File: config.mk
export PLATFORM = sky130hd
export DESIGN_NAME = odff_octal_reg
export DESIGN_NICKNAME = d
export VERILOG_FILES = /design/src/verilog/odff_octal_reg.v
export VERILOG_INCLUDE_DIRS = /design/src /design/src/verilog
export SDC_FILE = /design/constraint.sdc
export NUM_CORES = 1
export LEC_CHECK = 0
export BUFFER_PORTS_ARGS = -buffer_cell sky130_fd_sc_hd__buf_2
export CORE_AREA = 2 2 39 41
export DETAILED_ROUTE_END_ITERATION = 10
export DIE_AREA = 0 0 41 43
export PLACE_DENSITY = 0.6
export SYNTH_ARGS = -nofsm -noshare
export SYNTH_HDL_FRONTEND = slang
export SYNTH_SLANG_ARGS = --single-unit
File: constraint.sdc
create_clock -name ref_clk_in -period 0.9 [get_ports ref_clk_in]
set_input_delay 0.045 -clock ref_clk_in [delete_from_list [all_inputs] [get_ports ref_clk_in]]
set_output_delay 0.045 -clock ref_clk_in [all_outputs]
set_load 0.03 [all_outputs]
File: src/verilog/odff_regs.vh
// odff_regs.vh: constants for the eight-bit clocked register with clear
// assumes: included by the register module only
`ifndef ODFF_REGS_VH
`define ODFF_REGS_VH

`define ODFF_WIDTH 8
`define ODFF_CLEAR_VALUE 8'h00
`define ODFF_OFF_VALUE 8'h00

`endif
File: src/verilog/odff_octal_reg.v
// odff_octal_reg.v: eight-bit register on one clock with a shared active-low clear
// assumes: data, clear and power-good are synchronous to ref_clk_in
// assumes: the driver holds data steady around each rising edge
// the supply input stands in for the real supply rail; low means unpowered
`timescale 1ns/1ps
`default_nettype none
`include "odff_regs.vh"

module odff_octal_reg (
  input wire ref_clk_in,
  input wire rst_b_in,
  input wire async_clear_n_in,
  input wire supply_ok_in,
  input wire [`ODFF_WIDTH-1:0] data_in,
  output reg [`ODFF_WIDTH-1:0] held_value_out,
  output reg [`ODFF_WIDTH-1:0] held_value_oe_out,
  output reg contents_valid_out
);

  // ----------------------------------------
  // helper functions
  // ----------------------------------------
  // fill a whole word from one bit, so every lane follows one decision
  function [`ODFF_WIDTH-1:0] word_fill;
    input fill_bit;
    begin
      word_fill = {`ODFF_WIDTH{fill_bit}};
    end
  endfunction

  // one lane's next value: a powered edge takes the data bit, an unpowered one the off bit
  function lane_next;
    input powered;
    input data_bit;
    input off_bit;
    begin
      case ({powered, data_bit})
        2'h3:
        begin
          lane_next = 1'h1;
        end
        2'h2:
        begin
          lane_next = 1'h0;
        end
        2'h1:
        begin
          lane_next = off_bit;
        end
        2'h0:
        begin
          lane_next = off_bit;
        end
        default:
        begin
          lane_next = off_bit;
        end
      endcase
    end
  endfunction

  // driver enable word: lanes drive only while the supply is good
  function [`ODFF_WIDTH-1:0] enable_word;
    input powered;
    begin
      if (powered)
      begin
        enable_word = word_fill(1'h1);
      end
      else
      begin
        enable_word = word_fill(1'h0);
      end
    end
  endfunction

  // ----------------------------------------
  // clear combine
  // ----------------------------------------
  // chip reset and the clear pin share one asynchronous path so all lanes clear together
  // limitation: a glitch on either input clears the word, just as on a real pin
  wire clear_b;
  assign clear_b = rst_b_in & async_clear_n_in;

  // ----------------------------------------
  // next stored value
  // ----------------------------------------
  // lanes are picked by index so no lane can take another lane's data
  wire [`ODFF_WIDTH-1:0] off_word;
  reg [`ODFF_WIDTH-1:0] held_value_nxt;
  integer lane_idx;

  assign off_word = `ODFF_OFF_VALUE;

  always @*
  begin
    held_value_nxt = word_fill(1'h0);
    for (lane_idx = 0; lane_idx < `ODFF_WIDTH; lane_idx = lane_idx + 1)
    begin
      held_value_nxt[lane_idx] = lane_next(supply_ok_in, data_in[lane_idx], off_word[lane_idx]);
    end
  end

  // ----------------------------------------
  // storage
  // ----------------------------------------
  // no power-up value is promised here; validity is tracked further down instead
  always @(posedge ref_clk_in or negedge clear_b)
  begin
    if (!clear_b)
    begin
      held_value_out <= `ODFF_CLEAR_VALUE;
    end
    else
    begin
      held_value_out <= held_value_nxt;
    end
  end
  // between rising edges only a low clear_b writes the word; otherwise the word holds

  // ----------------------------------------
  // supply state
  // ----------------------------------------
  // the word is only trusted after a powered edge; a supply drop voids it again
  // a real part would come up with random bits, so an invalid flag stands in for them
  localparam [0:0] PWR_DOWN = 1'h0;
  localparam [0:0] PWR_LIVE = 1'h1;

  reg pwr_state_r;
  reg pwr_state_nxt;

  always @*
  begin
    case (pwr_state_r)
      PWR_DOWN:
      begin
        if (supply_ok_in)
        begin
          pwr_state_nxt = PWR_LIVE;
        end
        else
        begin
          pwr_state_nxt = PWR_DOWN;
        end
      end
      PWR_LIVE:
      begin
        if (supply_ok_in)
        begin
          pwr_state_nxt = PWR_LIVE;
        end
        else
        begin
          pwr_state_nxt = PWR_DOWN;
        end
      end
      default:
      begin
        pwr_state_nxt = PWR_DOWN;
      end
    endcase
  end

  always @(posedge ref_clk_in or negedge rst_b_in)
  begin
    if (!rst_b_in)
    begin
      pwr_state_r <= PWR_DOWN;
    end
    else
    begin
      pwr_state_r <= pwr_state_nxt;
    end
  end

  // ----------------------------------------
  // validity and output enable
  // ----------------------------------------
  // both outputs are registered from the next supply state, so they line up with the stored word
  reg contents_valid_nxt;
  reg [`ODFF_WIDTH-1:0] held_value_oe_nxt;

  always @*
  begin
    if (pwr_state_nxt == PWR_LIVE)
    begin
      contents_valid_nxt = 1'h1;
      held_value_oe_nxt = enable_word(1'h1);
    end
    else
    begin
      contents_valid_nxt = 1'h0;
      held_value_oe_nxt = enable_word(1'h0);
    end
  end

  always @(posedge ref_clk_in or negedge rst_b_in)
  begin
    if (!rst_b_in)
    begin
      contents_valid_out <= 1'h0;
      held_value_oe_out <= {`ODFF_WIDTH{1'h0}};
    end
    else
    begin
      contents_valid_out <= contents_valid_nxt;
      held_value_oe_out <= held_value_oe_nxt;
    end
  end

endmodule // odff_octal_reg

`default_nettype wire

; ---- Word-level counts from Yosys, hierarchy flattened
; Index checks and enable logic that the tools add are counted.
; W data, S select, Z words.
[op_classes]
n_eq_ne = 24
muxes = 11
bitwise_logic = 1
reduce_logical = 16
[ops]
columns = operator, count
row1 = $eq A2 B2 Y1 const B, 16
row2 = $reduce_or A3 Y1, 8
row3 = $eq A2 B1 Y1 const B, 8
row4 = $logic_not A2 Y1, 8
row5 = $pmux W1 S2, 8
row6 = $mux W8, 1
row7 = $mux W1, 2
row8 = $and A1 B1 Y1, 1
[totals]
in_bits = 12
ff_bits = 17
output_inout_bits = 17
word_cells = 55

; ---- Longest topological paths before layout
[logic_depth]
word_depth = 3
depth_mapped = 1
mapped_depth_nobuf = 1

; ---- Worst setup path before layout
; OpenSTA, ideal clock, no wires.
[synth_timing]
path_type = register -> output
from = reg, netlist name held_value_oe_out[6]
to = out held_value_oe_out[0]
required_ps = 855
setup_slack_ps = 24
path_buffers = 1
arrival_time_ps = 831
stages_incl_launch_ff = 2
cell_sequence = dfrtp_1 > buf_4
[synth_lines]
columns = element, line_no
row1 = to (decl), odff_octal_reg.v:16  ; output reg [`ODFF_WIDTH-1:0] held_value_oe_out,

==> out/metrics.yaml <==
placement:
  io_buffers: 28
  place_area_um2: 442
  gp_congestion: 0.584
job:
  maxCapViolCount: 0
cts:
  cts_buffer_depth: 2
  cts.sinks: 9
  clk_pin_slew_worst_paths_ns: 0.06
  cts_tree: "built"
  h-tree-depth: 1
  cts_buffers: 3
  clockRootBuffer: "clkbuf_4"
yosys:
  yosys_warnings: 0
  synth.net_count: 38
  synth_seq_cells: 9
  avgSynthCellArea_um2: 13.1
  syn_area_um2: 342
  synth.distinct_cells: 3
  seq_area_frac_synth_pct: 65.9
  synth_cells: 26
timing:
  final-hold-violation-count: 0
  max_freq_mhz: 1070
  setup_ws_ns: -0.0308
  rsz0062_at_grt: "yes"
  setup_violations: 9
  fin_crit_sh_pct: 103
  max_slew_margin_pct: 77.0
  hold_slack_ns: 0.00701
  setup_tns_ns: -0.262
  slew_violations: 0
  fin_crit_ns: 0.931
  tightest_slew_ns: 0.345
pwr:
  power.share.clock_pct: 31.9
  vdd_drop_max_uv: 629
  finalPower_uw: 919
  comb_power_share_pct: 20.8
  p_switching_uw: 249
  power_frac_seq_pct: 47.2
  leakagePower_uw: 0.000296
  swShare_pct: 27.0
  powerDensity_nw_per_um2: 1730
  power.internal_uw: 671
grt:
  antenna_found_initial: 0
  grt_pass1_wl_um: 931
  track_usage_pct: 8.94
  grt_overflow: 0
  grt_pass1_vias: 234
  grt_max_degree: 10
floorplanning:
  start_util_pct: 24.7
  dieArea_um2: 1760
  num_io_pins: 29
  coreArea_um2: 1380
  die_y_um: 43
  die_x_um: 41
  rows: 14
worst_setup_path:
  critPathTopFamily: "flip-flops"
  crit_path_end_kind: "output pin"
  critical-path-max-stage-delay_ns: 0.45
  cp.required_ns: 0.85
  path_buf_inv: 1
  crit_path_max_fanout: 9
  timing.critical_path.slowest_stage_cell: "dfrtp_2"
  cp_cell_sequence: "buf_4"
  critPathArrivalTime_ns: 0.89
  start_kind: "register"
  crit_type: "reg2out"
routing:
  vias: 260
  wl_per_cell_um: 9.09
  first_iter_violations: 2
  wl_um: 636
  postRouteAntennaNets: 0
  viasPerCell: 3.71
  drtPass1Iterations: 2
  remaining_drc_errors: 0
final_layout:
  layout.nets: 67
  fill_cells: 152
  layout-drive-gt1-share_pct: 59.3
  fin_util_pct: 38.4
  final_area_um2: 532
  diodes: 0
  multi_input_area_um2: 56.3
  area_delta_synth_final_pct: 55.7
  regArea_um2: 226
run_status:
  status: "finished with violations"
  violations: "negative setup slack"
min_path:
  holdPathStages: 2
  hold_path_class: "in2reg"
  worstHoldStart: "data_in[5]"
  whs_endpoint: "held_value_out[5]$_DFF_PN0_"
==> worst max-delay path by stage <==
stage               cells past startpoint  slack (ns)                            from                    to
floorplan                               1        0.02  held_value_oe_out[6]$_DFF_PN0_  held_value_oe_out[0]
detailed placement                      1        0.21  held_value_oe_out[6]$_DFF_PN0_  held_value_oe_out[3]
global route                            1       -0.09  held_value_oe_out[6]$_DFF_PN0_  held_value_oe_out[1]
global placement                        1        0.23  held_value_oe_out[6]$_DFF_PN0_    contents_valid_out
CTS                                     1       -0.04  held_value_oe_out[6]$_DFF_PN0_  held_value_oe_out[3]
finish                                  1       -0.03  held_value_oe_out[6]$_DFF_PN0_  held_value_oe_out[0]
==> layout make-up <==
type	instances	area share [%]
tap	16	3.76
timing repair buffer	32	38.1
sequential	9	42.6
multi-input combinational	9	10.6
clock buffer	4	4.94
==> state kept, by name, summed over array words and instances, names as in the netlist <==
name / cells
held_value_oe_out: 1
held_value_out: 8
==> placed cells by master, fill, tap and decap left out, drive strengths merged <==
cell type,instances
buf,28
and2,9
dfrtp,9
dlygate4sd3,4
clkbuf,4
==> power groups by stage <==
stage          clock network (uW)  logic (uW)  registers (uW)
3_5_place_dp                    0         170             440
6_report                      294         192             434
4_1_cts                       305         191             435
5_1_grt                       332         208             437
2_1_floorplan                   0        83.7             485
3_3_place_gp                    0         168             440
==> layer usage <==
metal | vias up | wire [um] | share of wire [%] | GRT usage (%)
li1 | 126 | - | - | -
met1 | 115 | 221 | 35 | 8.36
met2 | 19 | 328 | 52 | 13.1
met3 | 0 | 86 | 14 | 6.28
met4 | 0 | 0 | 0 | 6.00
met5 | - | 0 | 0 | 0
==> per-stage QoR <==
stage | worst slack [ns] | cells
after floorplan | 0.0242 | 26
after global placement | 0.232 | 62
after detailed placement | 0.209 | 62
after CTS | -0.0394 | 69
after global routing | -0.0901 | 70
final | -0.0308 | 70
==> repair_timing <==
| item | 4_1_cts | 5_1_grt |
|---|---|---|
| setup endpoints to repair | 9 | 9 |
| hold buffers | 3 | 1 |
| setup buffers | 0 | 0 |
| endpoints found under the hold margin | 10 | 1 |
| resized for setup | 10 | 0 |
==> cells by family (layout without fill, tap and decap cells) <==
group,after synthesis,after routing,synth area share (%)
simple gates,9,9,16.5
buf+inv,8,36,17.6
flops,9,9,65.9
==> cells in the mapped netlist <==
master   number  share of area, %
dfrtp_1       9                66
and2_1        9                16
buf_4         8                18
No activity file was read; power rests on OpenSTA's default activity.
